## src/verilog/spm_map.vh

```
`ifndef SPM_MAP_VH
`define SPM_MAP_VH
`define SPM_DATA_W      16
`define SPM_LEN_W       12
`define SPM_LEN_DEF     12'h0020
`define SPM_GAIN_W      4
`define SPM_GAIN_DEF    4'h0
`define SPM_CTRL_W      16
`define SPM_CTRL_LEN_LO 0
`define SPM_CTRL_GN_LO  12
`define SPM_ST_IDLE     2'h0
`define SPM_ST_RUN      2'h1
`define SPM_ST_W        2
`endif

```

## src/verilog/spm_ctrl_slot.v

```verilog
`timescale 1ns/1ps
`default_nettype none
`include "spm_map.vh"
// one-entry control holding slot; ready while empty
module spm_ctrl_slot #(
  parameter W = `SPM_CTRL_W
) (
  // clock and reset
  input  wire         i_ref_clk,
  input  wire         i_sys_rst,
  // control stream in
  input  wire [W-1:0] i_ctl_tdata,
  input  wire         i_ctl_tvalid,
  output wire         o_ctl_tready,
  // slot out
  output reg  [W-1:0] o_word,
  output wire         o_full,
  input  wire         i_take
);
  reg full_reg;
  assign o_ctl_tready = ~full_reg | i_take;
  assign o_full       = full_reg;
  always @(posedge i_ref_clk) begin
    if (i_sys_rst) begin
      full_reg <= 1'b0;
      o_word   <= {W{1'b0}};
    end else begin
      if (i_ctl_tvalid && o_ctl_tready) begin
        full_reg <= 1'b1;
        o_word   <= i_ctl_tdata;
      end else if (i_take) begin
        full_reg <= 1'b0;
      end
    end
  end
endmodule // spm_ctrl_slot
`default_nettype wire

```

## src/verilog/spm_bound_chk.v

```verilog
`timescale 1ns/1ps
`default_nettype none
`include "spm_map.vh"
// compares incoming last flag with internal packet end; events are one-cycle pulses
module spm_bound_chk #(
  parameter LW = `SPM_LEN_W
) (
  // clock and reset
  input  wire          i_ref_clk,
  input  wire          i_sys_rst,
  // accepted beat
  input  wire          i_beat,
  input  wire          i_last,
  input  wire [LW-1:0] i_len,
  input  wire          i_restart,
  // position
  output wire          o_at_end,
  output reg  [LW-1:0] o_pos,
  // events
  output reg           o_evt_miss,
  output reg           o_evt_unexp
);
  assign o_at_end = (o_pos == i_len - {{(LW-1){1'b0}}, 1'b1});
  always @(posedge i_ref_clk) begin
    if (i_sys_rst) begin
      o_pos       <= {LW{1'b0}};
      o_evt_miss  <= 1'b0;
      o_evt_unexp <= 1'b0;
    end else begin
      // condition is registered for this cycle's accepted beat only, low without a beat
      o_evt_miss  <= i_beat & o_at_end & ~i_last;
      o_evt_unexp <= i_beat & ~o_at_end & i_last;
      if (i_restart) begin
        o_pos <= {LW{1'b0}};
      end else if (i_beat) begin
        // count wraps on internal end, last flag ignored
        o_pos <= o_at_end ? {LW{1'b0}} : o_pos + {{(LW-1){1'b0}}, 1'b1};
      end
    end
  end
endmodule // spm_bound_chk
`default_nettype wire

```

## src/verilog/spm_core.v

```verilog
`timescale 1ns/1ps
`default_nettype none
`include "spm_map.vh"
// packet processing front end: passes data unscaled with a control gain on tuser, frames by
// internal length, reports boundary mismatches as valid-only events
module spm_core #(
  parameter DW = `SPM_DATA_W,
  parameter LW = `SPM_LEN_W,
  parameter GW = `SPM_GAIN_W,
  parameter CW = `SPM_CTRL_W
) (
  // clock and reset
  input  wire          i_ref_clk,
  input  wire          i_sys_rst,
  // mode strap: 1 blocking control channel
  input  wire          i_ctl_blocking,
  // control stream slave
  input  wire [CW-1:0] i_ctl_tdata,
  input  wire          i_ctl_tvalid,
  output wire          o_ctl_tready,
  // data stream slave
  input  wire [DW-1:0] i_dat_tdata,
  input  wire          i_dat_tvalid,
  input  wire          i_dat_tlast,
  output wire          o_dat_tready,
  // data stream master
  output reg  [DW-1:0] o_res_tdata,
  output reg  [GW-1:0] o_res_tuser,
  output reg           o_res_tvalid,
  output reg           o_res_tlast,
  input  wire          i_res_tready,
  // events
  output wire          o_evt_miss_last,
  output wire          o_evt_unexp_last
);
  localparam [LW-1:0] LEN_DEF  = `SPM_LEN_DEF;
  localparam [GW-1:0] GAIN_DEF = `SPM_GAIN_DEF;
  localparam [`SPM_ST_W-1:0] ST_IDLE = `SPM_ST_IDLE;
  localparam [`SPM_ST_W-1:0] ST_RUN  = `SPM_ST_RUN;

  reg [`SPM_ST_W-1:0] st_reg;
  reg [`SPM_ST_W-1:0] st_next;
  reg [LW-1:0]        len_reg;
  reg [GW-1:0]        gain_reg;
  wire [CW-1:0]       slot_word;
  wire                slot_full;
  wire                at_end;
  wire                in_idle;
  wire                out_free;
  wire                beat;
  wire                take;
  wire [LW-1:0]       slot_len;
  wire [GW-1:0]       slot_gain;

  assign slot_len  = slot_word[`SPM_CTRL_LEN_LO +: LW];
  assign slot_gain = slot_word[`SPM_CTRL_GN_LO +: GW];
  assign out_free  = ~o_res_tvalid | i_res_tready;

  assign in_idle = (st_reg == ST_IDLE);
  // blocking consumes its word only with the packet's first beat, so a
  // word is never spent without data; non-blocking loads in an idle gap
  assign take = in_idle &
                (i_ctl_blocking ? beat :
                                  (slot_full & ~i_dat_tvalid));
  wire can_start = i_ctl_blocking ? slot_full : 1'b1;
  wire running   = (st_reg == ST_RUN) | (in_idle & can_start);
  assign o_dat_tready = running & out_free;
  assign beat = i_dat_tvalid & o_dat_tready;

  // settings used for a packet: blocking loads from slot at start
  wire [LW-1:0] eff_len = (in_idle && i_ctl_blocking) ? slot_len : len_reg;
  wire [LW-1:0] use_len = (eff_len == {LW{1'b0}}) ? LEN_DEF : eff_len;

  always @* begin
    st_next = st_reg;
    case (st_reg)
      ST_IDLE: begin
        if (beat && !at_end) begin
          st_next = ST_RUN;
        end
      end
      ST_RUN: begin
        if (beat && at_end) begin
          st_next = ST_IDLE;
        end
      end
      default: begin
        st_next = ST_IDLE;
      end
    endcase
  end

  always @(posedge i_ref_clk) begin
    if (i_sys_rst) begin
      st_reg       <= ST_IDLE;
      len_reg      <= LEN_DEF;
      gain_reg     <= GAIN_DEF;
      o_res_tdata  <= {DW{1'b0}};
      o_res_tuser  <= {GW{1'b0}};
      o_res_tvalid <= 1'b0;
      o_res_tlast  <= 1'b0;
    end else begin
      st_reg <= st_next;
      if (take) begin
        len_reg  <= slot_len;
        gain_reg <= slot_gain;
      end
      if (beat) begin
        o_res_tdata  <= i_dat_tdata;  // unscaled data
        o_res_tuser  <= (take ? slot_gain : gain_reg);  // exponent only
        o_res_tvalid <= 1'b1;
        o_res_tlast  <= at_end;  // one output packet per internal packet
      end else if (i_res_tready) begin
        o_res_tvalid <= 1'b0;
      end
    end
  end

  spm_ctrl_slot #(
    .W (CW)
  ) u_slot (
    .i_ref_clk    (i_ref_clk),
    .i_sys_rst    (i_sys_rst),
    .i_ctl_tdata  (i_ctl_tdata),
    .i_ctl_tvalid (i_ctl_tvalid),
    .o_ctl_tready (o_ctl_tready),
    .o_word       (slot_word),
    .o_full       (slot_full),
    .i_take       (take)
  );

  spm_bound_chk #(
    .LW (LW)
  ) u_chk (
    .i_ref_clk   (i_ref_clk),
    .i_sys_rst   (i_sys_rst),
    .i_beat      (beat),
    .i_last      (i_dat_tlast),
    .i_len       (use_len),
    .i_restart   (in_idle & ~beat),
    .o_at_end    (at_end),
    .o_pos       (),
    .o_evt_miss  (o_evt_miss_last),
    .o_evt_unexp (o_evt_unexp_last)
  );
endmodule // spm_core
`default_nettype wire

```

## config.mk

```make
export PLATFORM = sky130hd
export DESIGN_NAME = spm_core
export DESIGN_NICKNAME = d
export VERILOG_FILES = /design/src/verilog/spm_ctrl_slot.v /design/src/verilog/spm_bound_chk.v /design/src/verilog/spm_core.v
export VERILOG_INCLUDE_DIRS = /design/src /design/src/verilog
export SDC_FILE = /design/constraint.sdc
export NUM_CORES = 1
export LEC_CHECK = 0
export ABC_AREA = 1
export BUFFER_PORTS_ARGS = -buffer_cell sky130_fd_sc_hd__buf_2
export CORE_ASPECT_RATIO = 1.25
export CORE_MARGIN = 3
export CORE_UTILIZATION = 35
export CTS_CLUSTER_SIZE = 40
export DETAILED_ROUTE_END_ITERATION = 8
export HOLD_SLACK_MARGIN = 0.08
export PLACE_DENSITY_LB_ADDON = 0.25
export RECOVER_POWER = 50
export SLEW_MARGIN = 30
export SYNTH_ARGS = -nofsm -noshare
export SYNTH_HDL_FRONTEND = slang
export SYNTH_SLANG_ARGS = --single-unit
```

## constraint.sdc

```tcl
create_clock -name i_ref_clk -period 3.7 [get_ports i_ref_clk]
set_input_delay 0 -clock i_ref_clk [delete_from_list [all_inputs] [get_ports i_ref_clk]]
set_output_delay 0 -clock i_ref_clk [all_outputs]
set_load 0.05 [all_outputs]
```

### Yosys cells after proc, flatten, opt, wreduce, memory -nomap -nowiden

Cells that the tools add are included.

| storage, ports and cells | value |
|---|---|
| output and inout port bits | 26 |
| bits of input ports | 39 |
| register bits | 71 |
| logic and storage cells | 61 |

| cells by class | value |
|---|---|
| reduce and logical (&&, ||, !) cells | 11 |
| add/subtract/negate cells | 2 |
| bitwise operators | 19 |
| equal/unequal tests | 4 |
| mux-type cells | 13 |

Operators by type and width:

| cell | count |
|---|---|
| $mux W12 | 3 |
| $add A12 B1 Y12 const B | 1 |
| $eq A12 B12 Y1 | 1 |
| $logic_not A12 Y1 | 1 |
| $sub A12 B1 Y12 const B | 1 |
| $and A1 B1 Y1 | 10 |
| $mux W1 | 6 |
| $not A1 Y1 | 6 |
| $logic_and A1 B1 Y1 | 4 |
| $mux W2 | 2 |
| $mux W4 | 1 |
| $ne A2 B1 Y1 const B | 2 |
| $pmux W2 S2 | 1 |
| $reduce_bool A2 Y1 | 2 |
| $or A1 B1 Y1 | 3 |
| $eq A2 B1 Y1 const B | 1 |
| $logic_not A2 Y1 | 1 |
| $reduce_and A2 Y1 | 1 |
| $reduce_or A2 Y1 | 1 |
| $logic_not A1 Y1 | 1 |

### Depth between registers and ports, before layout

Gate-level depths: netlist of the first run.

| logic depth | value |
|---|---|
| depth in word-level cells | 11 |
| mapped depth | 23 |
| gate-level depth less buffers | 21 |

### Modules after synthesis

A second synthesis of the first run with hierarchy kept.

| second synthesis, totals | value |
|---|---|
| cells, all modules | 534 |
| area, all modules | 3654.8 um^2 |

Modules (own cells, without submodules):

| module | cells each | instances | area an instance (um^2) | sequential area each (um^2) |
|---|---|---|---|---|
| spm_core | 243 | 1 | 1696.6 | 780.7 |
| spm_bound_chk | 181 | 1 | 1107.3 | 280.3 |
| spm_ctrl_slot | 110 | 1 | 850.8 | 340.3 |

### Worst setup path before layout of the first run

Ideal clock, no wire load.

| timing path | value |
|---|---|
| kind | reg-to-reg |
| start | reg st_reg[0] |
| end | reg u_slot.o_word[2] |
| data required time | 3.572 ns |
| path slack | 1.109 ns |
| cell stages (with the launch flop) | 14 |
| data arrival time | 2.463 ns |
| setup time | 0.128 ns |
| clock period less this slack | 2.591 ns |
| buffers on the path | 2 |
| cell sequence | dfxtp_1 > inv_2 > nand2_2 > buf_6 > o21ai_1 > inv_2 > nand2_2 > a21boi_4 > inv_1 > nand2_1 > nand2_1 > clkbuf_1 > o21ai_0 > a21oi_1 |

| between the ends | value |
|---|---|
| cells in the longest elaborated chain, start to end | 9 |
| elaborated cells on any way between the ends | 10 |
| classes of those cells | 1 x eq/ne; 1 x mux; 6 x bitwise; 2 x reduce/logical |

Ends and longest elaborated chain:

| what | line | RTL |
|---|---|---|
| from (decl) | spm_core.v:41 | `` reg [`SPM_ST_W-1:0] st_reg; `` |
| from (signal assigned) | spm_core.v:103 | `st_reg <= st_next;` |
| $logic_not A2 Y1 | spm_core.v:59 | `assign in_idle = (st_reg == ST_IDLE);` |
| $and A1 B1 Y1 | spm_core.v:66 | `wire running = (st_reg == ST_RUN) \| (in_idle & can_start);` |
| $or A1 B1 Y1 * | spm_core.v:66 |  |
| $and A1 B1 Y1 * | spm_core.v:67 | `assign o_dat_tready = running & out_free;` |
| net o_dat_tready | spm_core.v:25 | `output wire o_dat_tready,` |
| $and A1 B1 Y1 * | spm_core.v:68 | `assign beat = i_dat_tvalid & o_dat_tready;` |
| $mux W1 * | spm_core.v:63 | `(i_ctl_blocking ? beat :` |
| $and A1 B1 Y1 * | spm_core.v:62 | `assign take = in_idle &` |
| $or A1 B1 Y1 * | spm_ctrl_slot.v:21 | `assign o_ctl_tready = ~full_reg \| i_take;` |
| net o_ctl_tready | spm_core.v:20 | `output wire o_ctl_tready,` |
| $logic_and A1 B1 Y1 * | spm_ctrl_slot.v:28 | `if (i_ctl_tvalid && o_ctl_tready) begin` |
| to (signal assigned) | spm_ctrl_slot.v:26 | `o_word <= {W{1'b0}};` |
| to (signal assigned) | spm_ctrl_slot.v:30 | `o_word <= i_ctl_tdata;` |
| to (decl) | spm_ctrl_slot.v:16 | `output reg [W-1:0] o_word,` |

Mark *: on every way through the listed nets, which the timed path passes. The rest lies on a longest branch.
A chain may end at the register's enable or synchronous reset.

### Worst setup path after layout of the first run

| timing path | value |
|---|---|
| start | reg st_reg[0] |
| end | reg u_chk.o_pos[2] |

| between the ends | value |
|---|---|
| cells in the longest elaborated chain, start to end | 8 |
| elaborated cells on any way between the ends | 16 |
| classes of those cells | 1 x add/sub; 2 x eq/ne; 3 x mux; 6 x bitwise; 4 x reduce/logical |

Ends and longest elaborated chain:

| what | line | RTL |
|---|---|---|
| $logic_not A2 Y1 | spm_core.v:59 |  |
| $logic_and A1 B1 Y1 or $and A1 B1 Y1 (tied branches) | spm_core.v:71, spm_core.v:66 |  |
| $mux W12 or $or A1 B1 Y1 (tied branches) | spm_core.v:71, spm_core.v:66 |  |
| $logic_not A12 Y1 or $and A1 B1 Y1 (tied branches) | spm_core.v:72, spm_core.v:67 |  |
| $mux W12 or $and A1 B1 Y1 (tied branches) | spm_core.v:72, spm_core.v:68 |  |
| $sub A12 B1 Y12 or $not A1 Y1 (tied branches) | spm_bound_chk.v:23, spm_core.v:140 |  |
| $eq A12 B12 Y1 or $and A1 B1 Y1 (tied branches) | spm_bound_chk.v:23, spm_core.v:140 |  |
| $mux W12 or $reduce_or A2 Y1 (tied branches) | - |  |
| to (signal assigned) | spm_bound_chk.v:26 | `o_pos <= {LW{1'b0}};` |
| to (signal assigned) | spm_bound_chk.v:34 | `o_pos <= {LW{1'b0}};` |
| to (signal assigned) | spm_bound_chk.v:37 | `o_pos <= o_at_end ? {LW{1'b0}} : o_pos + {{(LW-1){1'b0}}, 1'b1};` |
| to (decl) | spm_bound_chk.v:18 | `output reg [LW-1:0] o_pos,` |

Several ways; a longest one is shown, not always the timed one.

==> out/qor.yml, run 1 <==
timing:
  hold_viol_final: 0
  tightest_slew_ns: 0.9017
  rsz0062_at_grt: "no"
  period_needed_ns: 3.209
  whs_ns: 0.1080
  finalClockSkew_ns: 0.004471
  max_freq_mhz: 311.7
  finalSetupViolations: 0
  max_slew_margin: 0.3982
  slew_viol_final: 0
  tns_ns: 0
  finalCritPeriodShare: 0.8672
power:
  p_sw_frac: 0.2925
  power.density_nw_per_um2: 504.3
  vdd_drop_max_mv: 0.3574
  p_leak_nw: 1.898
  p_clk_frac: 0.410
  p_switching_mw: 0.6424
  p_int_mw: 1.554
  power_frac_comb: 0.209
  seqPwrFrac: 0.380
finish:
  top_regs: "o_res_tdata: 16 flops, u_slot.o_word: 16 flops"
  final_common_cell: "nand2_1"
  area_delta_synth_final_pct: 30.47
  drive_gt1_frac: 0.1658
  stdcell_count: 678
  stdcell_area_um2: 4355
  post-route-util: 0.4723
  antennaDiodeCount: 0
  finalNetCount: 592
  layout_common_cells: "nand2_1 (108), dfxtp_1 (70), inv_1 (45)"
  fillers: 926
place:
  dp.cells: 628
  hpwlAfterDp_mm: 5.728
  io_buffers: 64
  dpl_cell_area_um2: 3726
  place.gp.congestion: 0.9182
floorplanning:
  rows: 39
  core_um2: 9223
  dieWidth_um: 93.35
  io_pins: 65
  die-area_um2: 10750
  dieHeight_um: 115.2
  start_util: 0.3620
detailed_routing:
  vias: 3186
  viasPerCell: 4.699
  antenna_left: 0
  drt_iter0_drc: 145
  dr.pass1.iters: 4
  wire_per_inst_um: 12.12
  routed_wl_mm: 8.217
  drc: 0
synthesis:
  yosys-top-cells-area: "dfxtp_1 (42%), nand2_1 (12%), a21oi_1 (6.1%), inv_1 (5.1%), o21ai_0 (4.6%)"
  ys_ff_latch: 70
  synth_area_um2: 3338
  avgSynthCellArea_um2: 7.289
  syn_inst: 458
  yosysTopAreaCell: "dfxtp_1"
  synth_cell_types: 28
  ys_seq_area_frac: 0.4198
  yosysWarningCount: 0
  synth_top_cell_area_share: 0.4198
  synth_nets: 500
worst_setup_path:
  rr_endpoint: "u_chk.o_pos[2]"
  arrival_ns: 3.42
  worst_setup_path_start_kind: "register"
  r2r_slack_ns: 0.49
  reg2reg_depth: 17
  crit_fanout: 17
  worstSetupPathType: "reg2reg"
  cp.required_ns: 3.91
  rr_startpoint: "st_reg[0]"
  end_kind: "register"
  critPathCapture: "u_chk.o_pos[2]"
  startpoint: "st_reg[0]"
clock_network:
  cts_setup_buffers: 0
  cts_resized: 0
  cts_buffers: 9
  clk_latency_ns: 0.33
  cts_hold_buf: 34
  clk_pin_slew_ns: 0.05
  cts_sinks: 70
  clockBufferDepth: 2
  cts_tree: "done"
  h-tree-depth: 3
  cts_root_buf: "clkbuf_16"
global_route:
  overflow: 0
  grt_pass1_wl_mm: 14.41
  gr-usage-all-layers: 0.1663
  grt_pass1_vias: 3218
  antenna_found_initial: 0
  grt_max_degree: 35
status:
  status: "finished clean"
worst_hold_path:
  hold_class: "in2reg"
job:
  cap_violations: 0
cell families after synthesis:
family                   Yosys count  share of synthesized area
buffers and inverters             69                    0.08658
AO/OA/AOI/OAI                     80                     0.1278
XOR/XNOR                          15                    0.03936
multiplexers                       5                    0.01499
adder cells (fa/ha/maj)            3                    0.01125
AND/OR/NAND/NOR                  216                     0.3002
flip-flops                        70                     0.4198
worst max-delay path, stage by stage, from the launching register on:
cell and delay (ns):
dfxtp_1 0.33, inv_2 0.16, nand2_2 0.25, o21ai_0 0.42
inv_1 0.14, ha_1 0.22, nand3_1 0.09, nor2_2 0.06
nand3_4 0.13, nand2_1 0.10, nor2_1 0.21, nand3_1 0.14
nand3_1 0.11, nand3_1 0.07, nor2_1 0.18, nand3_2 0.12
nand2_2 0.30, nor2_1 0.06
cell usage after synthesis (all sizes together):
library cell  count
a21boi            1
a21oi            41
and3              1
buf               4
clkbuf           15
dfxtp            70
ha                3
inv              50
mux2i             5
nand2           117
nand3            34
nand3b            5
nand4             3
nor2             51
nor3              4
o211ai            5
o21ai            33
or2               1
xnor2             2
xor2             13
area by class of cell:
class	count	area, µm²	share of cell area
multi-input combinational	319	1645	0.3778
sequential	70	1401	0.3217
timing repair buffer	100	645.6	0.1482
clock buffer	14	284.0	0.06521
inverter	50	187.7	0.04309
tap	123	153.9	0.03533
clock inverter	2	37.54	0.008618
layer usage:
metal  GRT usage  wire [µm]
met5           0          0
met4     0.07527        166
met3     0.04581        476
met2      0.2901       4139
met1      0.1880       3434
worst min-delay path by stage:
stage,startpoint,to,depth (start not counted)
final,i_sys_rst,gain_reg[0],2
after global routing,i_sys_rst,gain_reg[2],2
after CTS,i_sys_rst,gain_reg[1],2
after detailed placement,i_dat_tlast,u_chk.o_evt_miss,2
after global placement,i_dat_tlast,u_chk.o_evt_miss,2
after floorplan,i_dat_tlast,u_chk.o_evt_miss,1
through the flow:
stage / total power [mW] / worst slack (ns)
after global placement: 1.282 / 0.6880
after global routing: 2.314 / 0.04315
after floorplan: 1.191 / 1.109
after detailed placement: 1.288 / 0.5414
final: 2.197 / 0.4914
after CTS: 2.222 / 0.5206
power groups by stage:
stage          Combinational, mW  Sequential (mW)  Clock [mW]
6_report                   0.460            0.836       0.901
5_1_grt                    0.520            0.841       0.953
4_1_cts                    0.466            0.835       0.920
3_5_place_dp               0.438            0.850           0
3_3_place_gp               0.432            0.850           0
2_1_floorplan              0.285            0.906           0
Power figures use the tool's default switching activity.
==> run 2, diff against run 1 <==
--- a/config.mk
+++ b/config.mk
@@ -6,7 +6,6 @@
 export SDC_FILE = /design/constraint.sdc
 export NUM_CORES = 1
 export LEC_CHECK = 0
-export ABC_AREA = 1
 export BUFFER_PORTS_ARGS = -buffer_cell sky130_fd_sc_hd__buf_2
 export CORE_ASPECT_RATIO = 1.25
 export CORE_MARGIN = 3
@@ -16,6 +15,7 @@
 export HOLD_SLACK_MARGIN = 0.08
 export PLACE_DENSITY_LB_ADDON = 0.25
 export RECOVER_POWER = 50
+export SETUP_SLACK_MARGIN = 0.3
 export SLEW_MARGIN = 30
 export SYNTH_ARGS = -nofsm -noshare
 export SYNTH_HDL_FRONTEND = slang
==> run 2 against run 1 <==
Wire length up 8.5%. Synthesized cell count down 9.8%. Core utilization up 1.3 points. Design area up 4.4%. Sequential share of layout area down 1.4 points. Largest cell class unchanged.
==> out/qor.yml, run 2 <==
synthesis:
  ys_seq_area_frac: 0.4057  # was 0.4198
  synth_ff_type: "dfxtp_1"  # unchanged
  synth_cell_types: 58  # was 28
  ys_ff_latch: 70  # unchanged
  yosys-top-cells-area: "dfxtp_1 (41%), nand2_1 (9.5%), a21oi_1 (7.2%), mux2i_1 (5.2%), nor4_2 (3.6%)"  # was dfxtp_1 (42%), nand2_1 (12%), a21oi_1 (6.1%), inv_1 (5.1%), o21ai_0 (4.6%)
  yosysTopAreaCell: "dfxtp_1"  # unchanged
  avgSynthCellArea_um2: 8.365  # was 7.289 µm²
  async_flop_share: 0  # unchanged
  synth_area_um2: 3455  # was 3338 µm²
  yosys-top-cells-count: "nand2_1 (87), dfxtp_1 (70), a21oi_1 (50)"  # was nand2_1 (107), dfxtp_1 (70), inv_1 (45)
  synth-edff-count: 0  # unchanged
  synth_top_cell_area_share: 0.4057  # was 0.4198
  syn_inst: 413  # was 458
  yosysMostFrequentCell: "nand2_1"  # unchanged
  yosysWarningCount: 0  # unchanged
  synth_nets: 455  # was 500
worst_setup_path:
  cp_slowest_cell: "dfxtp_1"  # was o21ai_0
  crit_fanout: 10  # was 17
  startpoint: "st_reg[0]"  # unchanged
  r2r_slack_ns: 0.53  # was 0.49 ns
  reg2reg_depth: 9  # was 17
  worstSetupPathType: "reg2reg"  # unchanged
  end_kind: "register"  # unchanged
  cp.required_ns: 3.93  # was 3.91 ns
  rr_endpoint: "u_chk.o_evt_unexp"  # was u_chk.o_pos[2]
  critPathCapture: "u_chk.o_evt_unexp"  # was u_chk.o_pos[2]
  max_stage_delay_ns: 0.45  # was 0.42 ns
  arrival_ns: 3.40  # was 3.42 ns
  rr_startpoint: "st_reg[0]"  # unchanged
  crit_chain: "nand2b_1, buf_4, mux2i_1, xnor2_1, o221a_2, mux2i_1, a2111o_1, or3_1, and3_1"  # was inv_2, nand2_2, o21ai_0, inv_1, ha_1, nand3_1, nor2_2, nand3_4, nand2_1, nor2_1, nand3_1, nand3_1, nand3_1, nor2_1, nand3_2, nand2_2, nor2_1
  cp_common_cell: "mux2i_1"  # was nand3_1
  worst_setup_path_start_kind: "register"  # unchanged
timing:
  finalClockSkew_ns: 0.003555  # was 0.004471 ns
  finalSetupViolations: 0  # unchanged
  hold_viol_final: 0  # unchanged
  max_slew_margin: 0.5516  # was 0.3982
  tightest_slew_ns: 0.6756  # was 0.9017 ns
  max_freq_mhz: 315.2  # was 311.7 MHz
  whs_ns: 0.1072  # was 0.1080 ns
  tns_ns: 0  # unchanged
  slew_viol_final: 0  # unchanged
  period_needed_ns: 3.172  # was 3.209 ns
  finalCritPeriodShare: 0.8573  # was 0.8672
  rsz0062_at_grt: "no"  # unchanged
power:
  vdd_drop_max_mv: 0.3166  # was 0.3574 mV
  p_leak_nw: 1.754  # was 1.898 nW
  power.density_nw_per_um2: 466.8  # was 504.3 nW/µm²
detailed_routing:
  routed_wl_mm: 8.914  # was 8.217 mm
  viasPerCell: 4.998  # was 4.699
  vias: 3179  # was 3186
  dr.pass1.iters: 4  # unchanged
  drc: 0  # unchanged
  drt_iter0_drc: 132  # was 145
  antenna_left: 0  # unchanged
  wire_per_inst_um: 14.02  # was 12.12 µm
worst_hold_path:
  hold_class: "in2reg"  # unchanged
clock_network:
  clk_latency_ns: 0.33  # about the same
  cts_root_buf: "clkbuf_16"  # unchanged
  cts_sinks: 70  # unchanged
  cts_buffers: 9  # unchanged
  h-tree-depth: 3  # unchanged
  clk_pin_slew_ns: 0.06  # was 0.05 ns
  clockBufferDepth: 2  # unchanged
  cts_tree: "done"  # unchanged
finish:
  post-route-util: 0.4853  # was 0.4723
  top_regs: "o_res_tdata: 16 flops, u_slot.o_word: 16 flops"  # unchanged
  final_common_cell: "nand2_1"  # unchanged
  layout_common_cells: "nand2_1 (87), dfxtp_1 (70), a21oi_1 (50)"  # was nand2_1 (108), dfxtp_1 (70), inv_1 (45)
  area_delta_synth_final_pct: 31.62  # was 30.47%
  finalNetCount: 550  # was 592
  drive_gt1_frac: 0.1657  # was 0.1658
  stdcell_count: 636  # was 678
  antennaDiodeCount: 0  # unchanged
  stdcell_area_um2: 4547  # was 4355 µm²
place:
  place.gp.congestion: 0.8291  # was 0.9182
  dp.cells: 585  # was 628
  dpl_cell_area_um2: 3906  # was 3726 µm²
  hpwlAfterDp_mm: 6.250  # was 5.728 mm
  io_buffers: 64  # unchanged
floorplanning:
  dieWidth_um: 94.86  # was 93.35 µm
  die-area_um2: 11110  # was 10750 µm²
  rows: 39  # unchanged
  io_pins: 65  # unchanged
  dieHeight_um: 117.1  # was 115.2 µm
  start_util: 0.3687  # was 0.3620
  core_um2: 9369  # was 9223 µm²
global_route:
  grt_max_degree: 38  # was 35
  antenna_found_initial: 0  # unchanged
  grt_pass1_wl_mm: 14.89  # was 14.41 mm
  grt_pass1_vias: 3140  # was 3218
  overflow: 0  # unchanged
  gr-usage-all-layers: 0.1695  # was 0.1663
job:
  cap_violations: 0  # unchanged
status:
  status: "finished clean"  # unchanged
run 2: changes by cell type in the layout (fill, tap and decap cells not counted), sizes merged, moves of 15 or more:
cell / delta
mux2i: +15
nand3: -30
nor2: -25
o21ai: -19
inv: -43
nand2: -30
run 2: worst min path at each step:
stage / startpoint / end / cells after the start
after floorplan: i_dat_tlast / u_chk.o_evt_miss / 1
after global placement: i_dat_tlast / u_chk.o_evt_miss / 2
after detailed placement: i_dat_tlast / u_chk.o_evt_miss / 2
after CTS: i_sys_rst / o_res_tdata[1] / 2
after global routing: i_sys_rst / o_res_tvalid / 2
final: i_sys_rst / o_res_tdata[15] / 2
run 2: cell families (layout without fill, tap and decap cells):
| family | count (synthesis) | in the layout | share of synthesized area |
|---|---|---|---|
| AO/OA/AOI/OAI | 93 | 93 | 0.1648 |
| AND/OR/NAND/NOR | 168 | 168 | 0.2474 |
| XOR/XNOR | 24 | 24 | 0.06085 |
| flip-flops | 70 | 70 | 0.4056 |
| multiplexers | 23 | 23 | 0.06990 |
| buffers and inverters | 32 | 132 | 0.04056 |
| adder cells (fa/ha/maj) | 3 | 3 | 0.01087 |
run 2: report_power, final:
part / switching [mW] / total (mW) / internal, mW
sequential: 0.0282 / 0.817 / 0.789
combinational: 0.239 / 0.384 / 0.144
clock: 0.330 / 0.922 / 0.592
run 2: critical path: cells and delay by family (launching register included):
family	cells	cell delay [ns]
multiplexers	2	0.45
AND/OR/NAND/NOR	3	0.94
XOR/XNOR	1	0.23
flip-flops	1	0.45
AO/OA/AOI/OAI	2	0.69
buffers and inverters	1	0.28
run 2: layer usage:
layer  wire length, µm  GRT usage  up-vias
li1                  -          -     1636
met1              4004     0.2094     1476
met2              4431     0.2822       49
met3               250    0.03261       18
met4               227    0.08373        0
met5                 0          0        -
run 2: layout make-up:
cell class                      count  area [µm²]
Timing Repair Buffer              110       730.7
Sequential cell                    70        1401
Inverter                            6       22.52
Clock buffer                        9       225.2
Multi-Input combinational cell    311        1917
Clock inverter                      7       96.34
Tap cell                          123       153.9
Fill cell                         920        4822
run 2: what timing repair did:
item,in CTS,in global routing
resized for setup,0,1
setup endpoints to repair,0,1
hold buffers,35,0
endpoints found under the hold margin,36,0
setup buffers,0,0
run 2: metrics by stage:
step,power [mW],setup WS (ns)
final,2.122,0.5279
after global routing,2.220,0.2002
after CTS,2.151,0.5366
after detailed placement,1.190,0.5766
after global placement,1.183,0.6070
after floorplan,1.094,0.5003
==> run 3, diff against run 2 <==
--- a/config.mk
+++ b/config.mk
@@ -6,7 +6,10 @@
 export SDC_FILE = /design/constraint.sdc
 export NUM_CORES = 1
 export LEC_CHECK = 0
+export ABC_CLOCK_PERIOD_IN_PS = 3700
 export BUFFER_PORTS_ARGS = -buffer_cell sky130_fd_sc_hd__buf_2
+export CELL_PAD_IN_SITES_DETAIL_PLACEMENT = 0
+export CELL_PAD_IN_SITES_GLOBAL_PLACEMENT = 1
 export CORE_ASPECT_RATIO = 1.25
 export CORE_MARGIN = 3
 export CORE_UTILIZATION = 35
==> run 3 against run 2 <==
Count of clock-buffer cells in the layout stayed put. Largest cell class unchanged. Clock power decreased by 14%. Via count fell by 0.13%. Power is 6.7% lower. Critical path type unchanged. Highest routed layer unchanged. Combinational power shrank 2%. First-iteration DRC count up 6.1%.
==> out/qor.yml, run 3 (synthesis gave the netlist of run 2 again) <==
detailed_routing:
  drc: 0  # unchanged
  vias: 3175  # was 3179
  routed_wl_mm: 8.910  # was 8.914 mm
  wire_per_inst_um: 14.03  # was 14.02 µm
  dr.pass1.iters: 4  # unchanged
  antenna_left: 0  # unchanged
  drt_iter0_drc: 140  # was 132
  viasPerCell: 5.000  # was 4.998
worst_setup_path:
  max_stage_delay_ns: 0.71  # was 0.45 ns
  critPathCapture: "u_slot.o_word[6]"  # was u_chk.o_evt_unexp
  worst_path_dominant_cell_family: "compound AO/OA/AOI/OAI gates"  # was simple AND/OR/NAND/NOR gates
  worstSetupPathType: "reg2reg"  # unchanged
  cp_num_buf_inv: 1  # unchanged
  cp.required_ns: 3.96  # was 3.93 ns
  reg2reg_depth: 9  # unchanged
  cp_common_cell: "nand2_1"  # was mux2i_1
  arrival_ns: 3.34  # was 3.40 ns
  crit_chain: "nand2b_1, buf_4, o21a_1, and2_0, a22oi_1, o21ai_0, nand2_1, nand2_1, a21oi_1"  # was nand2b_1, buf_4, mux2i_1, xnor2_1, o221a_2, mux2i_1, a2111o_1, or3_1, and3_1
  cp_slowest_cell: "a22oi_1"  # was dfxtp_1
  rr_startpoint: "st_reg[0]"  # unchanged
  startpoint: "st_reg[0]"  # unchanged
  cp.depth: 9  # unchanged
  end_kind: "register"  # unchanged
  worst_setup_path_start_kind: "register"  # unchanged
  r2r_slack_ns: 0.62  # was 0.53 ns
  crit_fanout: 16  # was 10
  rr_endpoint: "u_slot.o_word[6]"  # was u_chk.o_evt_unexp
floorplanning:
  die-area_um2: 11110  # unchanged
  dieHeight_um: 117.1  # unchanged
  io_pins: 65  # unchanged
  dieWidth_um: 94.86  # unchanged
  start_util: 0.3687  # unchanged
  core_um2: 9369  # unchanged
  rows: 39  # unchanged
finish:
  drive_gt1_frac: 0.1602  # was 0.1657
  area_delta_synth_final_pct: 29.48  # was 31.62%
  antennaDiodeCount: 0  # unchanged
  finalNetCount: 549  # was 550
  final_common_cell: "nand2_1"  # unchanged
  layout_common_cells: "nand2_1 (87), dfxtp_1 (70), a21oi_1 (50)"  # unchanged
  top_regs: "o_res_tdata: 16 flops, u_slot.o_word: 16 flops"  # unchanged
clock_network:
  cts_buffers: 9  # unchanged
  cts_setup_buffers: 0  # unchanged
  clockBufferDepth: 2  # unchanged
  cts_resized: 0  # unchanged
  cts_sinks: 70  # unchanged
  clk_pin_slew_ns: 0.06  # about the same
  cts_root_buf: "clkbuf_16"  # unchanged
  cts_tree: "done"  # unchanged
  h-tree-depth: 3  # unchanged
  clk_latency_ns: 0.33  # about the same
timing:
  max_slew_margin: 0.2967  # was 0.5516
  finalCritPeriodShare: 0.8316  # was 0.8573
  tightest_slew_ns: 1.055  # was 0.6756 ns
  max_freq_mhz: 325.0  # was 315.2 MHz
  slew_viol_final: 0  # unchanged
  finalClockSkew_ns: 0.009456  # was 0.003555 ns
  period_needed_ns: 3.077  # was 3.172 ns
  rsz0062_at_grt: "no"  # unchanged
  finalSetupViolations: 0  # unchanged
  tns_ns: 0  # unchanged
  hold_viol_final: 0  # unchanged
global_route:
  grt_max_degree: 47  # was 38
  gr-usage-all-layers: 0.1653  # was 0.1695
  grt_pass1_wl_mm: 14.55  # was 14.89 mm
  overflow: 0  # unchanged
  grt_pass1_vias: 3058  # was 3140
  antenna_found_initial: 0  # unchanged
status:
  status: "finished clean"  # unchanged
power:
  power.total_mw: 1.981  # was 2.122 mW
  vdd_drop_max_mv: 0.2682  # was 0.3166 mV
  power.density_nw_per_um2: 442.9  # was 466.8 nW/µm²
  p_leak_nw: 1.716  # was 1.754 nW
place:
  place.gp.congestion: 0.8570  # was 0.8291
  io_buffers: 64  # unchanged
  hpwlAfterDp_mm: 6.253  # was 6.250 mm
worst_hold_path:
  min_from: "i_sys_rst"  # unchanged
  hold_class: "in2reg"  # unchanged
job:
  cap_violations: 0  # unchanged
-- run 3: layout make-up --
class                           instances  area (µm²)
Multi-Input combinational cell        311        1913
Fill cell                             978        4896
Tap cell                              123       153.9
Inverter                                6       22.52
Clock buffer                            9       225.2
Clock inverter                          7       50.05
Sequential cell                        70        1401
Timing Repair Buffer                  109       706.9
-- run 3: worst reg2reg max path, cell delays in order, from the launching register on --
cell and delay [ns]:
dfxtp_1 0.36, nand2b_1 0.21, buf_4 0.22, o21a_1 0.21, and2_0 0.17, a22oi_1 0.71, o21ai_0 0.34, nand2_1 0.51
nand2_1 0.12, a21oi_1 0.15
-- run 3: worst min path at each step --
stage / end / slack (ns) / depth (start not counted)
2_1_floorplan: u_chk.o_evt_miss / 0.07 / 1
3_3_place_gp: u_chk.o_evt_miss / 0.20 / 2
3_5_place_dp: u_chk.o_evt_miss / 0.20 / 2
4_1_cts: o_res_tdata[11] / 0.16 / 2
5_1_grt: o_res_tdata[14] / 0.19 / 2
6_report: o_res_tdata[3] / 0.17 / 2
-- run 3: metrics by stage --
step | util | instance area, µm² | setup slack [ns] | std cells | hold slack, ns
2_1_floorplan | - | 3455 | 0.5003 | 413 | 0.07327
3_3_place_gp | 0.4148 | 3886 | 0.7492 | 584 | 0.1998
3_5_place_dp | 0.4148 | 3886 | 0.6866 | 584 | 0.1960
4_1_cts | 0.4816 | 4512 | 0.6652 | 635 | 0.1558
5_1_grt | 0.4774 | 4473 | 0.3046 | 635 | 0.1930
6_report | 0.4774 | 4473 | 0.6229 | 635 | 0.1666
-- run 3: routing by layer --
metal	track usage	share of wire
met4	0.05005	0.013
met5	0	0
met2	0.2799	0.50
met3	0.03261	0.029
met1	0.2124	0.46
-- run 3: timing repair --
action,4_1_cts,5_1_grt
hold buffers,35,0
endpoints found under the setup margin,0,0
endpoints found under the hold margin,36,0
-- run 3: report_power, final --
| part | total (mW) | leakage [nW] | internal [mW] | switching (mW) |
|---|---|---|---|---|
| sequential | 0.817 | 0.571 | 0.789 | 0.0277 |
| clock | 0.789 | 0.133 | 0.455 | 0.334 |
| combinational | 0.376 | 1.01 | 0.141 | 0.236 |
| total | 1.98 | 1.72 | 1.38 | 0.597 |
